File: config.mk
export PLATFORM = sky130hd
export DESIGN_NAME = wws_top
export DESIGN_NICKNAME = d
export VERILOG_FILES = /design/src/shared/wws_pkg.sv /design/src/shared/wws_sync_if.sv /design/src/hdl/wws_sync.sv /design/src/hdl/wws_top.sv
export SDC_FILE = /design/constraint.sdc
export NUM_CORES = 1
export LEC_CHECK = 0
export BUFFER_PORTS_ARGS = -buffer_cell sky130_fd_sc_hd__buf_2
export CAP_MARGIN = 20
export CORE_MARGIN = 5
export CORE_UTILIZATION = 45
export DETAILED_ROUTE_END_ITERATION = 6
export MAX_ROUTING_LAYER = met4
export PLACE_DENSITY_LB_ADDON = 0.1
export SLEW_MARGIN = 20
export SYNTH_ARGS = -nofsm -noshare
export SYNTH_HDL_FRONTEND = slang
export SYNTH_SLANG_ARGS = --single-unit
File: constraint.sdc
create_clock -name i_core_clk -period 5.2 [get_ports i_core_clk]
set_input_delay 0.52 -clock i_core_clk [delete_from_list [all_inputs] [get_ports i_core_clk]]
set_output_delay 0.52 -clock i_core_clk [all_outputs]
set_load 0.1 [all_outputs]
File: src/shared/wws_pkg.sv
// constants and types shared by the window watchdog supervisor
// assumes a 10 MHz core clock
`default_nettype none
package wws_pkg;
   // ==========================================
   // clock
   localparam int unsigned CLK_HZ = 10_000_000;

   // ==========================================
   // documented times, in their own units
   localparam int unsigned FAULT_FAST_MS   = 50;
   localparam int unsigned FAULT_SLOW_MS   = 100;
   localparam real         CLEAR_MIN_US    = 0.4;
   localparam int unsigned CLEAR_RESET_US  = 5;
   localparam int unsigned FAST_WIN_MS     = 8;
   localparam int unsigned SLOW_WIN_MS     = 80;
   localparam int unsigned HOLD_MS         = 10;

   // ==========================================
   // derived cycle counts
   localparam int unsigned FAULT_FAST_CYC  = FAULT_FAST_MS * (CLK_HZ / 1000);
   localparam int unsigned FAULT_SLOW_CYC  = FAULT_SLOW_MS * (CLK_HZ / 1000);
   localparam int unsigned CLEAR_MIN_CYC   = $rtoi($ceil(CLEAR_MIN_US * CLK_HZ / 1.0e6));
   localparam int unsigned CLEAR_RESET_CYC = CLEAR_RESET_US * (CLK_HZ / 1_000_000);
   localparam int unsigned FAST_WIN_CYC    = FAST_WIN_MS * (CLK_HZ / 1000);
   localparam int unsigned SLOW_WIN_CYC    = SLOW_WIN_MS * (CLK_HZ / 1000);
   localparam int unsigned HOLD_CYC        = HOLD_MS * (CLK_HZ / 1000);

   localparam int unsigned CNT_W   = 32;
   localparam int unsigned CLR_W   = 8;

   localparam logic [CNT_W-1:0] CNT_ZERO = 32'h0000_0000;
   localparam logic [CNT_W-1:0] CNT_ONE  = 32'h0000_0001;
   localparam logic [CLR_W-1:0] CLR_ZERO = 8'h00;
   localparam logic [CLR_W-1:0] CLR_ONE  = 8'h01;
   localparam logic [1:0]       SYNC_IDLE = 2'h3;

   typedef enum logic [2:0] {
      WWS_ARM  = 3'b001,
      WWS_RUN  = 3'b010,
      WWS_PULSE = 3'b100
   } wws_wd_state_t;
endpackage
`default_nettype wire

File: src/shared/wws_sync_if.sv
// carries synchronised pin levels from the synchroniser to the core
// assumes one clock domain
`timescale 1ns/10ps
`default_nettype none
interface wws_sync_if;
   logic strobe;
   logic clear_n;
   modport src (output strobe, output clear_n);
   modport dst (input  strobe, input  clear_n);
endinterface
`default_nettype wire

File: src/hdl/wws_sync.sv
// two-stage synchroniser for the strobe and clear pins
// assumes pins idle high and are asynchronous to i_core_clk
`timescale 1ns/10ps
`default_nettype none
module wws_sync (
   input  wire logic i_core_clk,
   input  wire logic i_rst_n,
   input  wire logic i_ce,
   input  wire logic i_strobe,
   input  wire logic i_clear_n,
   wws_sync_if.src   o_sync
);
   import wws_pkg::*;
   logic [1:0] strobe_ff;
   logic [1:0] clear_ff;

   // ==========================================
   // synchronisers, idle high so reset sees no edge
   always_ff @(posedge i_core_clk or negedge i_rst_n) begin
      if (!i_rst_n) begin
         strobe_ff <= SYNC_IDLE;
         clear_ff  <= SYNC_IDLE;
      end else if (i_ce) begin
         strobe_ff <= {strobe_ff[0], i_strobe};
         clear_ff  <= {clear_ff[0], i_clear_n};
      end
   end

   assign o_sync.strobe  = strobe_ff[1];
   assign o_sync.clear_n = clear_ff[1];
endmodule
`default_nettype wire

File: src/hdl/wws_top.sv
// window watchdog and supply supervisor logic
// assumes supply status inputs are asynchronous comparator levels
`timescale 1ns/10ps
`default_nettype none
// Function
// - a falling strobe edge zeroes the watchdog interval timer.
// - supply reset release also zeroes the interval timer.
// - strobe edges inside the window keep fault high and restart.
// - edges closer than fast limit give a 50 ms fault pulse.
// - interval beyond slow limit gives a 100 ms fault pulse.
// - reset held low while supply out of window, then hold time.
// - overvoltage sets a sticky latch driving surge output low.
// - clear pulse clears latch only once overvoltage is gone.
// - clear pulse of at least 0.4 us, needs no overvoltage, reset high.
// - clear low longer than 5 us asserts supply reset.
// - clear input ignored while overvoltage is present.
module wws_top #(
   parameter int unsigned FAST_WIN  = wws_pkg::FAST_WIN_CYC,
   parameter int unsigned SLOW_WIN  = wws_pkg::SLOW_WIN_CYC,
   parameter int unsigned HOLD      = wws_pkg::HOLD_CYC,
   parameter int unsigned FAULT_FST = wws_pkg::FAULT_FAST_CYC,
   parameter int unsigned FAULT_SLW = wws_pkg::FAULT_SLOW_CYC
) (
   input  wire logic i_core_clk,
   input  wire logic i_nrst,
   input  wire logic i_ce,
   input  wire logic i_watchdog_strobe,
   input  wire logic i_fault_clear_n,
   input  wire logic i_supply_in_window,
   input  wire logic i_supply_over,
   output logic      o_watchdog_fault_n,
   output logic      o_watchdog_fault_oe,
   output logic      o_supply_reset_n,
   output logic      o_supply_reset_oe,
   output logic      o_surge_latch_n,
   output logic      o_surge_latch_oe
);
   import wws_pkg::*;

   // ==========================================
   // limits at counter width
   // all limits count core clock cycles, so one clock times everything
   localparam logic [CNT_W-1:0] FAST_LIM  = CNT_W'(FAST_WIN);
   localparam logic [CNT_W-1:0] SLOW_LIM  = CNT_W'(SLOW_WIN);
   localparam logic [CNT_W-1:0] HOLD_LIM  = CNT_W'(HOLD) - CNT_ONE;
   localparam logic [CNT_W-1:0] FST_LOAD  = CNT_W'(FAULT_FST) - CNT_ONE;
   localparam logic [CNT_W-1:0] SLW_LOAD  = CNT_W'(FAULT_SLW) - CNT_ONE;
   localparam logic [CLR_W-1:0] CLR_MIN   = CLR_W'(CLEAR_MIN_CYC);
   localparam logic [CLR_W-1:0] CLR_RESET = CLR_W'(CLEAR_RESET_CYC);

   // ==========================================
   // reset release
   logic [1:0] rst_ff;
   logic       rst_n;
   always_ff @(posedge i_core_clk or negedge i_nrst) begin
      if (!i_nrst) rst_ff <= 2'h0;
      else         rst_ff <= {rst_ff[0], 1'h1};
   end
   assign rst_n = rst_ff[1];

   // ==========================================
   // pin synchronisers
   wws_sync_if sync_bus ();
   wws_sync u_sync (
      .i_core_clk (i_core_clk),
      .i_rst_n    (rst_n),
      .i_ce       (i_ce),
      .i_strobe   (i_watchdog_strobe),
      .i_clear_n  (i_fault_clear_n),
      .o_sync     (sync_bus.src)
   );

   // supply status from comparators: two flops each
   logic [1:0] win_ff;
   logic [1:0] ov_ff;
   always_ff @(posedge i_core_clk or negedge rst_n) begin
      if (!rst_n) begin
         win_ff <= 2'h0;
         ov_ff  <= 2'h0;
      end else if (i_ce) begin
         win_ff <= {win_ff[0], i_supply_in_window};
         ov_ff  <= {ov_ff[0], i_supply_over};
      end
   end
   logic in_win;
   logic over;
   assign in_win = win_ff[1];
   assign over   = ov_ff[1];

   // ==========================================
   // strobe edge detect
   logic strobe_q;
   logic strobe_fall;
   always_ff @(posedge i_core_clk or negedge rst_n) begin
      if (!rst_n)    strobe_q <= 1'h1;
      else if (i_ce) strobe_q <= sync_bus.strobe;
   end
   assign strobe_fall = strobe_q & ~sync_bus.strobe;

   // ==========================================
   // clear pin low-time measurement
   logic [CLR_W-1:0] clr_cnt;
   logic             clr_long;
   logic             clr_low;
   assign clr_low = ~sync_bus.clear_n & ~over;
   always_ff @(posedge i_core_clk or negedge rst_n) begin
      if (!rst_n) begin
         clr_cnt <= CLR_ZERO;
      end else if (i_ce) begin
         if (!clr_low)                           clr_cnt <= CLR_ZERO;
         else if (clr_cnt != {CLR_W{1'b1}})      clr_cnt <= clr_cnt + CLR_ONE;
      end
   end
   assign clr_long = (clr_cnt > CLR_RESET);

   // ==========================================
   // supply reset with hold time
   logic [CNT_W-1:0] hold_cnt;
   logic             sup_rst_n;
   logic             sup_rst_q;
   logic             rst_release;
   always_ff @(posedge i_core_clk or negedge rst_n) begin
      if (!rst_n) begin
         hold_cnt  <= CNT_ZERO;
         sup_rst_n <= 1'h0;
      end else if (i_ce) begin
         if (!in_win || clr_long) begin
            hold_cnt  <= CNT_ZERO;
            sup_rst_n <= 1'h0;
         end else if (!sup_rst_n) begin
            if (hold_cnt >= HOLD_LIM) sup_rst_n <= 1'h1;
            else                      hold_cnt  <= hold_cnt + CNT_ONE;
         end
      end
   end
   always_ff @(posedge i_core_clk or negedge rst_n) begin
      if (!rst_n)    sup_rst_q <= 1'h0;
      else if (i_ce) sup_rst_q <= sup_rst_n;
   end
   assign rst_release = sup_rst_n & ~sup_rst_q;

   // ==========================================
   // overvoltage latch; set wins over clear
   logic surge;
   always_ff @(posedge i_core_clk or negedge rst_n) begin
      if (!rst_n) begin
         surge <= 1'h0;
      end else if (i_ce) begin
         if (over)                                    surge <= 1'h1;
         else if (clr_cnt == CLR_MIN && sup_rst_n)
            surge <= 1'h0;
      end
   end

   // ==========================================
   // window watchdog
   // the timer saturates so a stuck host does not wrap into a good window
   wws_wd_state_t    wd_state;
   logic [CNT_W-1:0] iv_cnt;
   logic [CNT_W-1:0] pulse_cnt;
   logic             too_fast;
   logic             too_slow;
   assign too_fast = (wd_state == WWS_RUN) && strobe_fall && (iv_cnt < FAST_LIM);
   // slow is judged in arm as well: the timer restarted at release
   assign too_slow = (wd_state != WWS_PULSE) && !strobe_fall && (iv_cnt >= SLOW_LIM);

   always_ff @(posedge i_core_clk or negedge rst_n) begin
      if (!rst_n) begin
         iv_cnt <= CNT_ZERO;
      end else if (i_ce) begin
         if (strobe_fall || rst_release || !sup_rst_n) iv_cnt <= CNT_ZERO;
         else if (iv_cnt != {CNT_W{1'b1}})              iv_cnt <= iv_cnt + CNT_ONE;
      end
   end

   always_ff @(posedge i_core_clk or negedge rst_n) begin
      if (!rst_n) begin
         wd_state  <= WWS_ARM;
         pulse_cnt <= CNT_ZERO;
      end else if (i_ce) begin
         case (wd_state)
            WWS_ARM: begin
               // first edge after reset opens the window; it has no partner edge,
               // so it is never judged fast
               if (too_slow) begin
                  wd_state  <= WWS_PULSE;
                  pulse_cnt <= SLW_LOAD;
               end else if (sup_rst_n && strobe_fall) begin
                  wd_state <= WWS_RUN;
               end
            end
            WWS_RUN: begin
               if (!sup_rst_n) begin
                  wd_state <= WWS_ARM;
               end else if (too_fast) begin
                  wd_state  <= WWS_PULSE;
                  pulse_cnt <= FST_LOAD;
               end else if (too_slow) begin
                  wd_state  <= WWS_PULSE;
                  pulse_cnt <= SLW_LOAD;
               end
            end
            WWS_PULSE: begin
               if (pulse_cnt == CNT_ZERO) wd_state <= WWS_RUN;
               else                       pulse_cnt <= pulse_cnt - CNT_ONE;
            end
            default: wd_state <= WWS_ARM;
         endcase
      end
   end

   // ==========================================
   // open-drain outputs: enable high while pulling low
   always_ff @(posedge i_core_clk or negedge rst_n) begin
      if (!rst_n) begin
         o_watchdog_fault_n <= 1'h1;
         o_supply_reset_n   <= 1'h0;
         o_surge_latch_n    <= 1'h1;
      end else if (i_ce) begin
         o_watchdog_fault_n <= (wd_state != WWS_PULSE);
         o_supply_reset_n   <= sup_rst_n;
         o_surge_latch_n    <= ~surge;
      end
   end
   assign o_watchdog_fault_oe = ~o_watchdog_fault_n;
   assign o_supply_reset_oe   = ~o_supply_reset_n;
   assign o_surge_latch_oe    = ~o_surge_latch_n;
endmodule
`default_nettype wire

; Word-level counts from Yosys, hierarchy flattened
; Cells that the tools add are included.
[totals]
register_bits = 123
in_bits = 7
output_inout_bits = 6
wordCells = 95
[op_classes]
addsub = 4
magnitude_cmp = 4
n_eq_ne = 15
n_mux = 24
bitwise_logic = 10
reduce_logical = 22
[op_table]
columns = cell, count
row1 = two-way mux 32 bit, 9
row2 = case mux 32 bit (3 select lines), 1
row3 = adder 32 x 1 -> 32 bit (second input constant), 2
row4 = >= comparator 32 x 17 -> 1 bit (second input constant), 1
row5 = >= comparator 32 x 20 -> 1 bit (second input constant), 1
row6 = zero test 32 bit, 1
row7 = < comparator 32 x 17 -> 1 bit (second input constant), 1
row8 = != test 32 bit (second input constant), 1
row9 = subtractor 32 x 1 -> 32 bit (second input constant), 1
row10 = two-way mux 3 bit, 6
row11 = two-way mux 8 bit, 2
row12 = case mux 3 bit (3 select lines), 1
row13 = adder 8 x 1 -> 8 bit (second input constant), 1
row14 = == test 8 x 3 -> 1 bit (second input constant), 1
row15 = greater-than comparator 8 x 6 -> 1 bit (second input constant), 1
row16 = != test 2 bit (second input constant), 4
row17 = != test 8 bit (second input constant), 1
row18 = AND reduction 4 bit, 2
row19 = NOT 1 bit, 7
row20 = logical AND 1 bit, 6
row21 = != test 3 bit (second input constant), 2
row22 = AND reduction 2 bit, 3
row23 = two-way mux 1 bit, 5
row24 = != test 2 x 1 -> 1 bit (second input constant), 2
row25 = 10 further kinds, 17

; Longest topological paths before layout
[depth]
depth_word = 9
depth_mapped = 10
mapped_depth_nobuf = 8

; Modules after synthesis
; A second synthesis with hierarchy kept.
[unflattened]
cells_unflattened = 723
area_unflattened_um2 = 6670.1
[by_module_without_submodules]
columns = mod, n_inst, cells_each, area_each_um2, seq_area_each_um2
row1 = wws_top, 1, 715, 6520.0, 2982.9
row2 = wws_sync, 1, 8, 150.1, 105.1

; Worst setup path before layout
; OpenSTA, ideal clock, no wires.
[synth_timing]
kind = reg2reg
startpoint = register o_supply_reset_n (netlist name)
endpoint = register iv_cnt[31]
setup_time_ps = 120
arrival_ps = 2139
t_required_ps = 5080
setup_slack_ps = 2941
path_stages_with_launch = 8
path_buffers = 1
synth_period_minus_slack_ps = 2259
cell_sequence = dfrtp_1 > and2_1 > and3_1 > and3_1 > clkbuf_1 > nor3_1 > a21oi_1 > a31o_2
[synth_lines]
columns = item, line
row1 = "end signal, assigned", wws_top.sv:172  ; else if (iv_cnt != {CNT_W{1'b1}}) iv_cnt <= iv_cnt + CNT_ONE;
row2 = "end, declared", wws_top.sv:159  ; logic [CNT_W-1:0] iv_cnt;

; Worst setup path after layout
[layout_timing]
startpoint = register wd_state[1]
endpoint = register pulse_cnt[4]
[layout_between]
elab_chain_cells = 7
elab_cells_between_ends = 16
cone_classes = eq/ne (6) / mux (4) / reduce/logical (6)
[layout_rtl]
columns = item, line
row1 = "start, declared", wws_top.sv:158  ; wws_wd_state_t wd_state;
row2 = "start signal, assigned", wws_top.sv:178  ; wd_state <= WWS_ARM;
row3 = "start signal, assigned", wws_top.sv:186  ; wd_state <= WWS_PULSE;
row4 = "start signal, assigned", wws_top.sv:189  ; wd_state <= WWS_RUN;
row5 = != test 3 bit, wws_top.sv:165  ; assign too_slow = (wd_state != WWS_PULSE) && !strobe_fall && (iv_cnt >= SLOW_LIM);
row6 = logical AND 1 bit (2 in a row), wws_top.sv:165
row7 = two-way mux 32 bit, n/a
row8 = two-way mux 32 bit, wws_top.sv:195  ; end else if (too_fast) begin
row9 = two-way mux 32 bit, wws_top.sv:193  ; if (!sup_rst_n) begin
row10 = case mux 32 bit (3 select lines), wws_top.sv:181  ; case (wd_state)
row11 = "end signal, assigned", wws_top.sv:205  ; else pulse_cnt <= pulse_cnt - CNT_ONE;
row12 = "end, declared", wws_top.sv:160  ; logic [CNT_W-1:0] pulse_cnt;
; Parallel ways exist; a longest one is shown, timed or not. The select of a mux whose other input is x is not followed.
; A chain may end at the register's enable or synchronous reset.

==> impl_metrics.tcl <==
set metrics [dict create \
    syn_avg_cell_area_um2 9.40 \
    drt_iter0_drc 326 \
    critPathTopFamily "compound AO/OA/AOI/OAI gates" \
    seqCellArea_um2 3090 \
    nNetsFinal 724 \
    grt_overflow 0 \
    max_clock_freq_mhz 336 \
    critPathMaxFanout 23 \
    finalMaxSlewViolations 0 \
    finalCritPeriodShare_pct 57.2 \
    ys_top_cells_by_area "dfrtp_1 (44%), nor2_1 (5.0%), a21oi_1 (3.8%)" \
    yosysTopAreaCell "dfrtp_1" \
    syn_area_um2 6580 \
    critPathCaptureType "flip-flop" \
    vias 5287 \
    setup_tns_ns 0 \
    root_buffer "clkbuf_16" \
    post-route-min-period_ns 2.97 \
    htree_levels 4 \
    rows 44 \
    power.net_switching_mw 0.829 \
    timing.hold.ws_ns 0.247 \
    clk_pin_slew_ns 0.06 \
    final_util_pct 51.3 \
    die_w_um 131 \
    grt_max_degree 78 \
    crit_required_ns 5.47 \
    clock_sinks 123 \
    post-dp-hpwl_mm 10.1 \
    cap_violations 0 \
    wl_per_cell_um 16.3 \
    rr_startpoint "wd_state[1]" \
    synthAdderAreaFrac_pct 1.14 \
    synthToLayoutAreaGrowth_pct 12.5 \
    hold_path.class "flip-flop to asynchronous set/reset pin" \
    skew_ns 0.0112 \
    multi_input_area_um2 3290 \
    wirelength_mm 14.8 \
    power.clock.fraction_pct 44.2 \
    grt_pass1_wl_mm 25.1 \
    track_usage_pct 19.0 \
    ir_drop_uv 340 \
    ys.flop_type "dfrtp_1" \
    num_io_pins 13 \
    relSlewSlack_pct 31.8 \
    power.density_nw_per_um2 358 \
    yosys.area_share.simple_pct 27.7 \
    critPathSlowestCell "a32oi_1" \
    start_kind "flip-flop" \
    drive_gt1_share_pct 12.4 \
    p_leak_nw 3.16 \
    pwr-share-comb_pct 13.8 \
    die_h_um 131 \
    cp_num_buf_inv 1 \
    final_common_cell "dfrtp_1" \
    async_flop_share_pct 100 \
    synth_compound_area_share_pct 13.9 \
    synth_warnings 0 \
    crit_start "wd_state[1]" \
    fp.dieArea_um2 17100 \
    postSynthCellCount 700 \
    max_stage_delay_ns 0.74 \
    p_int_mw 1.82 \
    drtPass1Iterations 5 \
    rsz0062_at_grt "false" \
    diodes 0 \
    ys_types 78 \
    ys_seq_area_share_pct 46.9 \
    status "finished, final reports clean" \
    synth_seq_cells 123 \
    sw_frac_of_total_pct 31.3 \
    synth_top_area_share_pct 43.8 \
    cp_cell_sequence "inv_1, nand3b_1, a32oi_1, nor2_1, o221ai_1, nand2_1" \
    worst_pin_slew_ns 1.02 \
    cts_tree "built" \
    synth_mux_area_share_pct 2.02 \
    final_cell_mix "dfrtp_1 (114), nor2_1 (88), nand2_1 (53)" \
    antenna_left 0 \
    finalHoldViolations 0 \
    synth_edf_count 0 \
    synth_top_family_by_area "simple AND/OR/NAND/NOR gates" \
    cts_buffers 17 \
    clk_latency_ns 0.42 \
    setup_viol_count_final 0 \
    gp_congestion 0.841 \
    postCtsSetupBuffers 0 \
    via_per_inst 5.82 \
    grt_pass1_vias 5011 \
    arrival_ns 3.24 \
    path_class "flip-flop to flip-flop" \
    core_um2 14400 \
    antenna_found_initial 0 \
    io_buffer_count 12 \
    synth-xor-area-share_pct 5.33 \
    cts.path.max_buffers 2 \
    power_frac_seq_pct 42.1 \
    initial_core_util_pct 45.6 \
    syn-num-nets 713 \
    drc 0 \
    fill_cells 1333 \
]
==> final timing paths <==
check                                endpoint  slack [ns]  depth (start not counted)
hold / removal                    hold_cnt[4]        0.25                          0
hold reg to reg                   hold_cnt[4]        0.25                          0
setup reg to reg                 pulse_cnt[4]        2.23                          6
max in group asynchronous  u_sync.clear_ff[0]        4.06                          1
min in group i_core_clk    u_sync.clear_ff[0]        0.34                          2
setup / recovery                 pulse_cnt[4]        2.23                          6
==> through the flow <==
step	area [um2]	total power, mW	std cells	setup WS [ns]
after floorplan	6580	1.40	700	1.53
after CTS	7370	2.67	907	2.25
final	7400	2.65	908	2.23
after global placement	6770	1.48	874	2.28
after global routing	7400	2.78	908	1.91
after detailed placement	6770	1.49	874	2.22
==> cell type report <==
type | count | area share [%]
clock buffer | 17 | 5.75
clock inverter | 15 | 2.22
inverter | 16 | 0.812
tap | 184 | 3.11
multi-input combinational | 534 | 44.5
timing repair buffer | 19 | 1.83
sequential | 123 | 41.8
==> power groups by stage <==
stage | sequential, mW | clock (mW) | combinational, mW
after floorplan | 1.13 | 0 | 0.266
after global placement | 1.13 | 0 | 0.348
after detailed placement | 1.14 | 0 | 0.353
after CTS | 1.12 | 1.20 | 0.355
after global routing | 1.12 | 1.25 | 0.408
final | 1.11 | 1.17 | 0.364
==> sequential cells by signal, indices dropped and copies added (netlist names) <==
| register | flops |
|---|---|
| clr_cnt | 8 |
| iv_cnt | 32 |
| rst_ff | 2 |
| hold_cnt | 32 |
| o_surge_latch_n | 1 |
| sup_rst_n | 1 |
| strobe_q | 1 |
| o_supply_reset_n | 1 |
| surge | 1 |
| win_ff | 2 |
| u_sync.strobe_ff | 2 |
| o_watchdog_fault_n | 1 |
| u_sync.clear_ff | 2 |
| wd_state | 3 |
| ov_ff | 2 |
| pulse_cnt | 32 |
==> routing by layer <==
metal	track usage (%)	wire [um]	vias up
met5	-	0	-
met4	5.14	140	0
met3	5.00	633	10
met2	26.6	6570	113
met1	27.5	7440	2607
li1	-	-	2557
==> cells in the mapped netlist, drive strengths merged, types with 6 or more instances <==
library cell / number
ha: 6
or3: 7
a21o: 10
inv: 16
nand4: 22
nand2b: 6
and2: 30
clkbuf: 22
mux2: 10
nand2: 53
nor4: 22
xor2: 23
nor2: 88
and4: 8
o21ai: 29
a21oi: 50
dfrtp: 115
nor3: 17
dfstp: 8
xnor2: 17
a31oi: 9
nand3: 39
and3: 14
==> worst register-to-register path, delay by kind of cell (launching register included) <==
family          cells  cell delay (ns)
simple gates        3             0.94
flops               1             0.42
compound gates      2             1.32
buf+inv             1             0.15
==> what timing repair did <==
item / CTS / global route
endpoints found under the hold margin: 2 / 0
gates resized for setup: 0 / 0
setup endpoints to repair: 0 / 0
hold buffers: 1 / 0
==> cells by family after synthesis <==
| group | count (synthesis) |
|---|---|
| AOI/OAI and AO/OA | 141 |
| adders and majority gates | 6 |
| muxes | 12 |
| buffers and inverters | 43 |
| and+or+nand+nor | 334 |
| other | 1 |
| xor gates and xnor gates | 40 |
| DFF | 123 |
No activity file was read; power rests on OpenSTA's default activity.
